### src/serial_chan_defs.svh
`ifndef SERIAL_CHAN_DEFS_SVH
`define SERIAL_CHAN_DEFS_SVH
// Register byte offsets
`define OFS_MODE     8'h00
`define OFS_COMM     8'h04
`define OFS_DATA     8'h08
`define OFS_OUT_LVL  8'h0C
`define OFS_OUT_EN   8'h10
`define OFS_START    8'h14
`define OFS_LATCH    8'h18
`define OFS_DIR      8'h1C
`define OFS_IRQ_STS  8'h20
`define OFS_IRQ_MSK  8'h24
// Field positions
`define START_GO     0
`define START_HALT   1
`define PIN_TX       4
`define PIN_RX       5
`define IRQ_TX       0
`define IRQ_RX       1
`define IRQ_PAR      2
`define IRQ_FRM      3
`define IRQ_OVR      4
// Field encodings
`define CH_MODE_UART 2'h1
`define PAR_NONE     2'h0
`define PAR_ZERO     2'h1
`define PAR_ODD      2'h3
`define STOP_NONE    2'h0
`define STOP_TWO     2'h2
`define DLEN_9       2'h1
`define DLEN_7       2'h2
`define DLEN_8       2'h3
// Reset values
`define RST_SO_LVL   1'h1
`define RST_PMODE    8'hFF
`endif

### src/serial_chan_pkg.sv
package serial_chan_pkg;
  typedef enum logic [2:0] {tx_idle, tx_start, tx_data, tx_par, tx_stop} tx_state_e;
  typedef enum logic [2:0] {rx_idle, rx_start, rx_data, rx_par, rx_stop} rx_state_e;
  typedef struct packed {
    logic             irq_sel;
    logic [1:0]       ch_mode;
    logic             rx_inv;
    logic             sts;
    logic             txe, rxe, eoc, dir;
    logic [1:0]       par, stop, dlen;
    logic [6:0]       divider;
    logic             so_lvl, soe, enabled;
    logic [7:0]       latch, pmode;
    logic [4:0]       ists, imask;
    logic             rx_meta, rx_sync, rx_prev;
    tx_state_e        tx_state;
    logic [7:0]       tx_cnt;
    logic [3:0]       tx_bit;
    logic [8:0]       tx_shift, tx_buf;
    logic             tx_full, tx_line;
    rx_state_e        rx_state;
    logic [7:0]       rx_cnt;
    logic [3:0]       rx_bit;
    logic [8:0]       rx_shift, rx_data;
    logic             rx_full, rx_perr;
    logic [7:0]       pin_out, pin_oe;
    logic             irq, pready, pslverr;
    logic [31:0]      prdata;
  } chan_state_s;
endpackage : serial_chan_pkg
### src/async_serial_channel.sv
// Register access over APB and the register addresses were decided locally.
`timescale 1ns/1ns
`include "serial_chan_defs.svh"

module async_serial_channel (
  // Clock, reset and enable
  input  wire logic        clk_i,
  input  wire logic        rst_i,
  input  wire logic        ce_i,
  // APB slave
  input  wire logic        psel_i,
  input  wire logic        penable_i,
  input  wire logic        pwrite_i,
  input  wire logic [7:0]  paddr_i,
  input  wire logic [31:0] pwdata_i,
  output logic      [31:0] prdata_o,
  output logic             pready_o,
  output logic             pslverr_o,
  // Port 5 pins
  input  wire logic [7:0]  port5_in_i,
  output logic      [7:0]  port5_out_o,
  output logic      [7:0]  port5_oe_o,
  // Interrupt
  output logic             irq_o
);
  import serial_chan_pkg::*;

  chan_state_s st;
  chan_state_s next_st;
  logic        wr_en;
  logic        trig;
  logic        run_tx;
  logic        run_rx;
  logic        rx_lvl;
  logic        start_edge;
  logic        rx_done;
  logic        tx_done;
  logic        frame_bit;
  logic        par_bit;
  logic [3:0]  len;
  logic [8:0]  len_mask;
  logic [7:0]  bit_period;
  logic [4:0]  ev;
  logic [4:0]  clr;

  function automatic logic [3:0] char_len(input logic [1:0] code);
    unique case (code)
      `DLEN_9: char_len = 4'h9;
      `DLEN_7: char_len = 4'h7;
      default: char_len = 4'h8;
    endcase
  endfunction : char_len

  // Position in the character of the k-th bit on the line
  function automatic logic [3:0] bit_pos(input logic lsb_first, input logic [3:0] n,
                                         input logic [3:0] k);
    bit_pos = lsb_first ? k : 4'(n - 4'h1 - k);
  endfunction : bit_pos

  always_comb begin
    next_st    = st;
    ev         = 5'h00;
    clr        = 5'h00;
    trig       = 1'b0;
    tx_done    = 1'b0;
    rx_done    = 1'b0;
    frame_bit  = 1'b1;
    len        = char_len(st.dlen);
    len_mask   = 9'h1FF >> (4'h9 - len);
    bit_period = {st.divider, 1'b1};
    run_tx     = st.enabled && st.txe && st.ch_mode == `CH_MODE_UART;
    run_rx     = st.enabled && st.rxe && st.ch_mode == `CH_MODE_UART;
    rx_lvl     = st.rx_sync ^ st.rx_inv;
    start_edge = (st.rx_prev ^ st.rx_inv) && !rx_lvl;
    wr_en      = psel_i && penable_i && st.pready && pwrite_i;

    // Receive pin synchroniser
    next_st.rx_meta = port5_in_i[`PIN_RX];
    next_st.rx_sync = st.rx_meta;
    next_st.rx_prev = st.rx_sync;

    // Bus answer: data captured in setup, ready in the access cycle
    next_st.pready = psel_i && !penable_i;
    if (psel_i && !penable_i) begin
      next_st.pslverr = 1'b0;
      next_st.prdata  = 32'h0;
      if (!pwrite_i && paddr_i == `OFS_DATA) begin
        next_st.rx_full = 1'b0;
      end
      unique case (paddr_i)
        `OFS_MODE:    next_st.prdata = {23'h0, st.sts, 1'b0, st.rx_inv, 3'h0, st.ch_mode,
                                        st.irq_sel};
        `OFS_COMM:    next_st.prdata = {16'h0, st.txe, st.rxe, 3'h0, st.eoc, st.par, st.dir,
                                        1'b0, st.stop, 2'h0, st.dlen};
        `OFS_DATA:    next_st.prdata = {16'h0, st.divider, st.rx_data};
        `OFS_OUT_LVL: next_st.prdata = {31'h0, st.so_lvl};
        `OFS_OUT_EN:  next_st.prdata = {31'h0, st.soe};
        `OFS_START:   next_st.prdata = {31'h0, st.enabled};
        `OFS_LATCH:   next_st.prdata = {24'h0, st.latch};
        `OFS_DIR:     next_st.prdata = {24'h0, st.pmode};
        `OFS_IRQ_STS: next_st.prdata = {27'h0, st.ists};
        `OFS_IRQ_MSK: next_st.prdata = {27'h0, st.imask};
        default:      next_st.pslverr = 1'b1;
      endcase
    end

    // Register writes at the completing access edge
    if (wr_en) begin
      unique case (paddr_i)
        `OFS_MODE: begin
          next_st.irq_sel = pwdata_i[0];
          next_st.ch_mode = pwdata_i[2:1];
          next_st.rx_inv  = pwdata_i[6];
          next_st.sts     = pwdata_i[8];
        end
        `OFS_COMM: begin
          next_st.txe  = pwdata_i[15];
          next_st.rxe  = pwdata_i[14];
          next_st.eoc  = pwdata_i[10];
          next_st.par  = pwdata_i[9:8];
          next_st.dir  = pwdata_i[7];
          next_st.stop = pwdata_i[5:4];
          next_st.dlen = pwdata_i[1:0];
        end
        `OFS_DATA: begin
          next_st.divider = pwdata_i[15:9];
          // A character written while the buffer is still full is dropped
          if (run_tx && !st.tx_full) begin
            next_st.tx_buf  = pwdata_i[8:0];
            next_st.tx_full = 1'b1;
          end
        end
        `OFS_OUT_LVL: next_st.so_lvl = pwdata_i[0];
        `OFS_OUT_EN:  next_st.soe    = pwdata_i[0];
        `OFS_START: begin
          if (pwdata_i[`START_GO]) begin
            next_st.enabled = 1'b1;
            trig            = 1'b1;
          end else if (pwdata_i[`START_HALT]) begin
            next_st.enabled = 1'b0;
          end
        end
        `OFS_LATCH:   next_st.latch = pwdata_i[7:0];
        `OFS_DIR:     next_st.pmode = pwdata_i[7:0];
        `OFS_IRQ_STS: clr           = pwdata_i[4:0];
        `OFS_IRQ_MSK: next_st.imask = pwdata_i[4:0];
        default: ;
      endcase
    end

    // Transmitter
    if (st.tx_state != tx_idle) begin
      next_st.tx_cnt = st.tx_cnt - 8'h01;
    end
    unique case (st.tx_state)
      tx_idle: begin
        if (run_tx && st.tx_full) begin
          next_st.tx_shift = st.tx_buf;
          next_st.tx_full  = 1'b0;
          next_st.tx_cnt   = bit_period;
          next_st.tx_state = tx_start;
          ev[`IRQ_TX]      = st.irq_sel;
        end
      end
      tx_start: begin
        if (st.tx_cnt == 8'h00) begin
          next_st.tx_cnt   = bit_period;
          next_st.tx_bit   = 4'h0;
          next_st.tx_state = tx_data;
        end
      end
      tx_data: begin
        if (st.tx_cnt == 8'h00) begin
          next_st.tx_cnt = bit_period;
          next_st.tx_bit = st.tx_bit + 4'h1;
          if (st.tx_bit == len - 4'h1) begin
            next_st.tx_bit = 4'h0;
            if (st.par != `PAR_NONE) begin
              next_st.tx_state = tx_par;
            end else if (st.stop != `STOP_NONE) begin
              next_st.tx_state = tx_stop;
            end else begin
              tx_done = 1'b1;
            end
          end
        end
      end
      tx_par: begin
        if (st.tx_cnt == 8'h00) begin
          next_st.tx_cnt = bit_period;
          if (st.stop != `STOP_NONE) begin
            next_st.tx_state = tx_stop;
          end else begin
            tx_done = 1'b1;
          end
        end
      end
      tx_stop: begin
        if (st.tx_cnt == 8'h00) begin
          next_st.tx_cnt = bit_period;
          next_st.tx_bit = st.tx_bit + 4'h1;
          if (st.stop != `STOP_TWO || st.tx_bit == 4'h1) begin
            tx_done = 1'b1;
          end
        end
      end
      default: next_st.tx_state = tx_idle;
    endcase
    if (tx_done) begin
      next_st.tx_state = tx_idle;
      ev[`IRQ_TX]      = !st.irq_sel;
    end
    if (!run_tx) begin
      next_st.tx_state = tx_idle;
    end

    // Line level of the bit being sent
    par_bit = (st.par == `PAR_ZERO) ? 1'b0 : ((^(next_st.tx_shift & len_mask)) ^
              (st.par == `PAR_ODD));
    unique case (next_st.tx_state)
      tx_start: frame_bit = 1'b0;
      tx_data:  frame_bit = next_st.tx_shift[bit_pos(st.dir, len, next_st.tx_bit)];
      tx_par:   frame_bit = par_bit;
      default:  frame_bit = 1'b1;
    endcase
    next_st.tx_line = (next_st.soe && next_st.tx_state != tx_idle) ? frame_bit
                      : next_st.so_lvl;

    // Receiver, sampling at mid-bit
    if (st.rx_state != rx_idle) begin
      next_st.rx_cnt = st.rx_cnt - 8'h01;
    end
    unique case (st.rx_state)
      rx_idle: begin
        if (run_rx && (st.sts ? start_edge : trig)) begin
          next_st.rx_cnt   = {1'b0, st.divider};
          next_st.rx_shift = 9'h000;
          next_st.rx_perr  = 1'b0;
          next_st.rx_state = rx_start;
        end
      end
      rx_start: begin
        if (st.rx_cnt == 8'h00) begin
          next_st.rx_cnt   = bit_period;
          next_st.rx_bit   = 4'h0;
          next_st.rx_state = rx_lvl ? rx_idle : rx_data;
        end
      end
      rx_data: begin
        if (st.rx_cnt == 8'h00) begin
          next_st.rx_cnt = bit_period;
          next_st.rx_bit = st.rx_bit + 4'h1;
          next_st.rx_shift[bit_pos(st.dir, len, st.rx_bit)] = rx_lvl;
          if (st.rx_bit == len - 4'h1) begin
            next_st.rx_bit = 4'h0;
            if (st.par != `PAR_NONE) begin
              next_st.rx_state = rx_par;
            end else if (st.stop != `STOP_NONE) begin
              next_st.rx_state = rx_stop;
            end else begin
              rx_done = 1'b1;
            end
          end
        end
      end
      rx_par: begin
        if (st.rx_cnt == 8'h00) begin
          next_st.rx_cnt  = bit_period;
          next_st.rx_perr = st.par[1] && (rx_lvl != ((^(st.rx_shift & len_mask)) ^
                            (st.par == `PAR_ODD)));
          if (st.stop != `STOP_NONE) begin
            next_st.rx_state = rx_stop;
          end else begin
            rx_done = 1'b1;
          end
        end
      end
      rx_stop: begin
        if (st.rx_cnt == 8'h00) begin
          next_st.rx_cnt = bit_period;
          next_st.rx_bit = st.rx_bit + 4'h1;
          ev[`IRQ_FRM]   = st.eoc && !rx_lvl;
          if (st.stop != `STOP_TWO || st.rx_bit == 4'h1) begin
            rx_done = 1'b1;
          end
        end
      end
      default: next_st.rx_state = rx_idle;
    endcase
    if (rx_done) begin
      next_st.rx_state = rx_idle;
      next_st.rx_data  = next_st.rx_shift & len_mask;
      next_st.rx_full  = 1'b1;
      ev[`IRQ_RX]      = 1'b1;
      ev[`IRQ_PAR]     = st.eoc && next_st.rx_perr;
      ev[`IRQ_OVR]     = st.eoc && st.rx_full;
    end
    if (!run_rx) begin
      next_st.rx_state = rx_idle;
    end

    // Sticky status: a new event wins over a clear in the same cycle
    next_st.ists = (st.ists & ~clr) | ev;
    next_st.irq  = |(next_st.ists & next_st.imask);

    // Pin drivers
    next_st.pin_oe              = ~next_st.pmode;
    next_st.pin_out             = next_st.latch;
    next_st.pin_out[`PIN_TX]    = next_st.latch[`PIN_TX] & next_st.tx_line;
  end

  always_ff @(posedge clk_i) begin
    if (rst_i) begin
      st         <= '0;
      st.so_lvl  <= `RST_SO_LVL;
      st.tx_line <= `RST_SO_LVL;
      st.pmode   <= `RST_PMODE;
    end else if (ce_i) begin
      st <= next_st;
    end
  end

  assign prdata_o    = st.prdata;
  assign pready_o    = st.pready;
  assign pslverr_o   = st.pslverr;
  assign port5_out_o = st.pin_out;
  assign port5_oe_o  = st.pin_oe;
  assign irq_o       = st.irq;
endmodule : async_serial_channel

### config.mk
export PLATFORM = sky130hd
export DESIGN_NAME = async_serial_channel
export DESIGN_NICKNAME = d
export VERILOG_FILES = /design/src/serial_chan_pkg.sv /design/src/async_serial_channel.sv
export VERILOG_INCLUDE_DIRS = /design/src /design/src/src
export SDC_FILE = /design/constraint.sdc
export NUM_CORES = 1
export LEC_CHECK = 0
export BUFFER_PORTS_ARGS = -buffer_cell sky130_fd_sc_hd__buf_2
export CORE_ASPECT_RATIO = 2
export CORE_MARGIN = 2
export CORE_UTILIZATION = 30
export CTS_CLUSTER_DIAMETER = 50
export CTS_CLUSTER_SIZE = 28
export DETAILED_ROUTE_END_ITERATION = 8
export GPL_TIMING_DRIVEN = 0
export PLACE_DENSITY_LB_ADDON = 0.2
export SYNTH_ARGS = -nofsm -noshare
export SYNTH_HDL_FRONTEND = slang
export SYNTH_SLANG_ARGS = --single-unit
### constraint.sdc
create_clock -name clk_i -period 4.5 [get_ports clk_i]
set_input_delay 0.45 -clock clk_i [delete_from_list [all_inputs] [get_ports clk_i]]
set_output_delay 0.45 -clock clk_i [all_outputs]
set_load 0.005 [all_outputs]
==> results.md, run 1 <==
- Status: complete, no violations
- Share of layout cells above drive strength 1: 17.0%
- Dpl cell area: 10,100 um^2
- Final setup violation count: 0
- GR Overflow Total: 0
- Uppermost layer routed: met4
- Max-slew violations: 0
- Netlist cell types: 89
- Hold Violations, Final: 0
- Vias: 9,384
- Pwr/cell area: 286 nW/um^2
- Antenna violations before repair: 0
- Starting Density: 30.6%
- Clock sinks: 151
- Drt total wl: 37,100 um
- Crit share post-route: 96.7%
- H-tree depth: 4
- Die Span Y: 252 um
- CTS tree: yes
- MaxCap Viol Count: 0
- Mapped cell area: 9220 um^2
- Wire length on met3: 1550 um
- DIE WIDTH: 128 um
- Min-Delay Endpoint: bit_period[4]$_SDFFE_PP0P_
- Sequential share of the synthesized area: 32.8%
- Antenna cells: 0
- Core area: 30,200 um^2
- First-pass GRT wire length: 55,200 um
- Worst hold path class: input pin to register
- Iter 0 DRT Violations: 537
- Setup Skew: 0.0119 ns
- Pleak: 4.22 nW
- HPWL after detailed placement: 28,800 um
- Via/cell ratio: 5.52
- GRT Total Usage: 23.0%
- Synth async-reset ratio: 0%
- Input/output buffers: 63
- Avg Inst Size Synth: 7.72 um^2
- WP data required: 4.83 ns
- CP Capture Type: register
- Nets@finish: 1,391
- Metal-1 WL: 12,700 um
- CTS Buffer Depth: 2
- Vias in the first global route: 9,306
- Clk Latency, worst-skew pair: 0.44 ns
- Largest net degree at the start of global routing: 17
- Top_reg_cell synth: dfxtp_1
- Tmin final: 4.35 ns
- Die area: 32,200 um^2
- Worst reg2reg startpoint: st[114]$_SDFFE_PP0P_
- Worst Tran Pin Value: 1.20 ns
- #FFs+latches synth: 151
- Clock buffer count from CTS: 17
- Worst VDD drop: 0.226 mV
- Std cell rows: 90
- Final instance area: 11,000 um^2
- Number of remaining DRC errors: 0
- Root buffer cell: clkbuf_16
- Dpl cells: 1,640
- # IOs: 105
- Reg2Reg Setup Slack: 0.15 ns
- Cells after Synth: 1,194
- Final cell count without fillers: 1,700
- Setup CP Type: register to register
- Hold_sp: pwdata_i[12]
- Place WS: -0.678 ns
- Drt pass-1 iters: 5
- Critical R2R Capture: port5_out_o[4]$_SDFFE_PP0P_
- Met2 wire length: 20,300 um
- Number of synthesized flops with an enable pin: 0
- FF-to-FF path depth: 20
- GPL Wtd Cong: 0.947
- Critical Path AT: 4.68 ns
- Yosys warning count: 0
- Max_slew headroom: 20.1%
- Area grow syn2layout: 19.8%
- Post-route ant nets: 0
- Reg clk slew, reported paths: 0.07 ns
- Startpoint Class: register
- Slack of the critical path: 0.149 ns
- Design Power: 3.16 mW
- Critical path fanouts, max: 8
- Hold Path Cell Cnt: 3
- Fmax: 230 MHz
- Final hold slack: 0.259 ns
- Drt wl/cell: 21.8 um
[Yosys cell counts, types with 12 or more instances]
cell type	n	area share [%]
a211oi_1	30	2.4
xnor2_1	28	2.7
mux2i_1	43	4.7
inv_1	32	1.3
xor2_1	12	1.1
clkbuf_1	64	2.6
buf_4	49	4.0
o21ai_0	42	2.3
a22oi_1	41	3.3
a21oi_1	93	5.0
nor2_1	126	5.1
nor3_1	20	1.1
dfxtp_1	151	33
nand2_1	152	6.2
a31oi_1	18	1.2
ha_1	16	2.2
nand3_1	90	4.9
[repair_timing]
action                                  in CTS  in global routing
hold buffers                                 0                  0
setup buffers                               29                  2
hold endpoints to repair                     0                  0
pin swaps                                   12                 11
endpoints found under the setup margin       1                  2
gates resized for setup                     25                  9
[placed cells by master (no fill, tap or decap), drive strengths merged, types with 28 or more instances in the layout]
master  synthesis  routed
a21oi          93      93
o21ai          44      44
a22oi          41      41
nand2         152     152
inv            33      37
dfxtp         151     151
nor2          128     128
xnor2          28      28
buf            57     148
a211oi         32      32
nand3          90      90
clkbuf         65      85
mux2i          43      43
[logic make-up after synthesis]
group	count (synthesis)	synth area share, %
muxes	49	5.40
other	1	0.0407
xor gates and xnor gates	40	3.80
buffers and inverters	156	8.54
DFF	151	32.8
and+or+nand+nor	470	23.9
adders and majority gates	19	2.71
AOI/OAI and AO/OA	308	22.8
[power by group]
group / internal, mW / switching [mW] / leakage, nW / total, mW
sequential: 1.35 / 0.0151 / 1.22 / 1.36
combinational: 0.0858 / 0.168 / 2.71 / 0.254
clock: 0.898 / 0.644 / 0.290 / 1.54
[layout make-up]
type                            count  area (um^2)
Buffer                            121          653
Clock buffer                       20          447
Clock inverter                     12          168
Fill cell                        3175        19100
Inverter                           34          130
Multi-Input combinational cell    902         5630
Sequential cell                   151         3030
Tap cell                          368          460
Timing Repair Buffer               92          534
[critical path: stages, from the launching register on]
cell and delay [ns]:
dfxtp_4 0.36, or4_4 0.58, nor2_8 0.15, inv_4 0.05
ha_4 0.24, or4bb_4 0.46, nand4_1 0.16, o31ai_4 0.11
a21oi_2 0.18, inv_2 0.07, ha_4 0.16, fa_2 0.43
nor2_2 0.11, inv_1 0.05, o31a_1 0.10, buf_6 0.15
a221oi_4 0.21, a22oi_2 0.09, o21a_1 0.26, o2111ai_2 0.21
a31oi_1 0.09
[how the worst max path moves through the flow]
stage               cells past startpoint                           to                 start  slack [ns]
floorplan                              21  port5_out_o[4]$_SDFFE_PP0P_  st[110]$_SDFFE_PP0P_        0.05
global placement                       21  port5_out_o[4]$_SDFFE_PP0P_  st[110]$_SDFFE_PP0P_       -0.72
detailed placement                     21  port5_out_o[4]$_SDFFE_PP0P_  st[110]$_SDFFE_PP0P_       -0.68
CTS                                    22  port5_out_o[4]$_SDFFE_PP0P_  st[110]$_SDFFE_PP0P_       0.007
global route                           20  port5_out_o[4]$_SDFFE_PP0P_  st[114]$_SDFFE_PP0P_      -0.008
finish                                 20  port5_out_o[4]$_SDFFE_PP0P_  st[114]$_SDFFE_PP0P_        0.15
[registers in the layout (all words and copies together), names as in the netlist]
| signal | cells |
|---|---|
| st | 114 |
| port5_out_o | 1 |
| prdata_o | 16 |
| port5_oe_o | 8 |
| pslverr_o | 1 |
| next_st | 2 |
| pready_o | 1 |
| irq_o | 1 |
| bit_period | 7 |
[routing by layer]
layer  vias up  track usage [%]
met5         -                0
met4         0             15.9
met3       117             3.14
met2       335             44.1
met1      4436             22.0
li1       4496                -
[stage by stage]
stage | util, % | setup TNS [ns]
finish | 36.6 | 0
CTS | 36.4 | 0
detailed placement | 33.3 | -0.678
global placement | 33.3 | -0.725
floorplan | - | 0
global route | 36.6 | -0.00776
(Power assumes the default switching activity.)
==> inputs of run 2 (changes only) <==
CTS_BUF_LIST = sky130_fd_sc_hd__clkbuf_8   (was default)
PLACE_DENSITY_LB_ADDON = 0.12   (was 0.2)
==> run 2 against run 1 <==
- first-iteration DRC count decreased by 10%
- clock-buffer cell count decreased by 1
- maximum frequency shrank 3.3%
- die area did not move
- critical path type unchanged
- critical path depth stayed put
- hold slack got worse by 0.075 ns
- largest cell class unchanged
- total power fell by 16%
- design area down 2.4%
- worst setup slack got worse by 0.15 ns
- cell count up 0.18%
==> results.md, run 2 (synthesis results as in run 1) <==
- Worst hold path class: input pin to register
- Worst-path cell chain: or4_4 > nor2_8 > inv_4 > ha_4 > or4bb_4 > nand4_1 > o31ai_4 > a21oi_2 > inv_1 > ha_4 > fa_2 > nor2_4 > inv_2 > o31a_1 > buf_6 > a21oi_2 > a22o_1 > a21oi_2 > o2111ai_2 > a31oi_1
- Most common cell after layout, fill and taps aside: nand2_1
- Max stage delay on crit path: 0.61 ns
- # IOs: 105
- Largest net degree at the start of global routing: 17
- WP data required: 4.94 ns
- Pwr/cell area: 247 nW/um^2
- Clk Latency, worst-skew pair: 0.51 ns
- Critical path fanouts, max: 7
- Top cell by count, worst path: a21oi_2
- Max reg flops: 114
- HPWL after detailed placement: 29,500 um
- Worst Tran Pin Value: 1.29 ns
- Most frequent cells in the layout: 152 x nand2_1, 149 x dfxtp_1, 125 x nor2_1
- First-pass GRT wire length: 56,400 um
- Input/output buffers: 63
- Number of remaining DRC errors: 0
- Share of layout cells above drive strength 1: 17.1%
- Status: complete, no violations
- Dpl cell area: 10,100 um^2
- CTS tree: yes
- Core area: 30,200 um^2
- Hold Violations, Final: 0
- Vias: 9,350
- GR Overflow Total: 0
- Clock sinks: 151
- Starting Density: 30.6%
- Max_slew headroom: 13.2%
- Die Span Y: 252 um
- Root buffer cell: clkbuf_8
- Final hold slack: 0.184 ns
- H-tree depth: 4
- Std cell rows: 90
- Worst VDD drop: 0.179 mV
- Startpoint Class: register
- DIE WIDTH: 128 um
- Crit share post-route: 100%
- TNS Setup: 0 ns
- Final setup violation count: 0
- Setup CP Type: register to register
- CTS Buffer Depth: 2
- Fmax: 222 MHz
- Final cell count without fillers: 1,703
- Die area: 32,200 um^2
- Area grow syn2layout: 17.0%
- Iter 0 DRT Violations: 481
- Nets@finish: 1,393
- Post-route ant nets: 0
- Top reg by flops: st
- Via/cell ratio: 5.49
- Tmin final: 4.50 ns
- Max-slew violations: 0
- Clock buffer count from CTS: 17
- Drt wl/cell: 22.5 um
- Antenna violations before repair: 1
- Top delay family on crit path: simple AND/OR/NAND/NOR gates
- CP max stage cell: fa_2
- Unrepaired setup endpoints after global routing: true
- GRT Total Usage: 23.7%
- Drt total wl: 38,300 um
- Reg clk slew, reported paths: 0.09 ns
- GPL Wtd Cong: 0.898
- Fin util: 35.7%
- Pleak: 4.13 nW
- Critical Path AT: 4.94 ns
- Bufs and invs on worst path: 4
- MaxCap Viol Count: 0
- CP Capture Type: register
- Final instance area: 10,800 um^2
- Dpl cells: 1,640
- Vias in the first global route: 9,116
- Setup Skew: 0.0117 ns
- Drt pass-1 iters: 6
## run 2: metrics by stage
step                      total power [mW]  worst slack (ns)
final                                 2.66         0.0000488
after global routing                  2.74            -0.181
after CTS                             2.68           -0.0313
after detailed placement              1.63            -0.722
after global placement                1.63            -0.737
after floorplan                       1.53            0.0460
## run 2: final timing paths
path | from | endpoint | slack (ns) | cells after the start
min | pwdata_i[12] | bit_period[4]$_SDFFE_PP0P_ | 0.18 | 3
min reg2reg | port5_oe_o[3]$_SDFFE_PP0P_ | port5_oe_o[3]$_SDFFE_PP0P_ | 0.48 | 2
max | st[114]$_SDFFE_PP0P_ | port5_out_o[4]$_SDFFE_PP0P_ | 0.00005 | 20
max reg2reg | st[114]$_SDFFE_PP0P_ | port5_out_o[4]$_SDFFE_PP0P_ | 0.00005 | 20
## run 2: power breakdown
part           total [mW]  internal (mW)  switching (mW)
registers            1.36           1.35          0.0157
logic               0.255         0.0849           0.170
clock network        1.05          0.460           0.586
total                2.66           1.89           0.771
## run 2: routing by layer
metal	up-vias	global-route usage (%)	share of wire [%]
met5	-	0	0
li1	4478	-	-
met1	4468	23.8	35
met2	318	45.7	55
met3	86	2.59	3.7
met4	0	14.5	5.9
## run 2: final cells by class
cell class                 count  area [um^2]
clock inverter                13          105
multi-input combinational    902         5600
buffer                       122          658
antenna                        1         2.50
fill                        3317        19400
sequential                   151         3030
timing repair buffer          93          544
clock buffer                  19          262
tap                          368          460
inverter                      34          130
## run 2: worst min-delay path, delay by kind of cell
family                 cells  cell delay, ns
AO/OA/AOI/OAI              1            0.05
buffers and inverters      1            0.10
AND/OR/NAND/NOR            1            0.05
## run 2: repair_timing
action                     in CTS  in global routing
buffers inserted               28                  6
pin swaps                       8                 14
setup endpoints to repair       1                  2
hold buffers                    0                  0
hold endpoints to repair        0                  0
gates resized for setup        17                 15
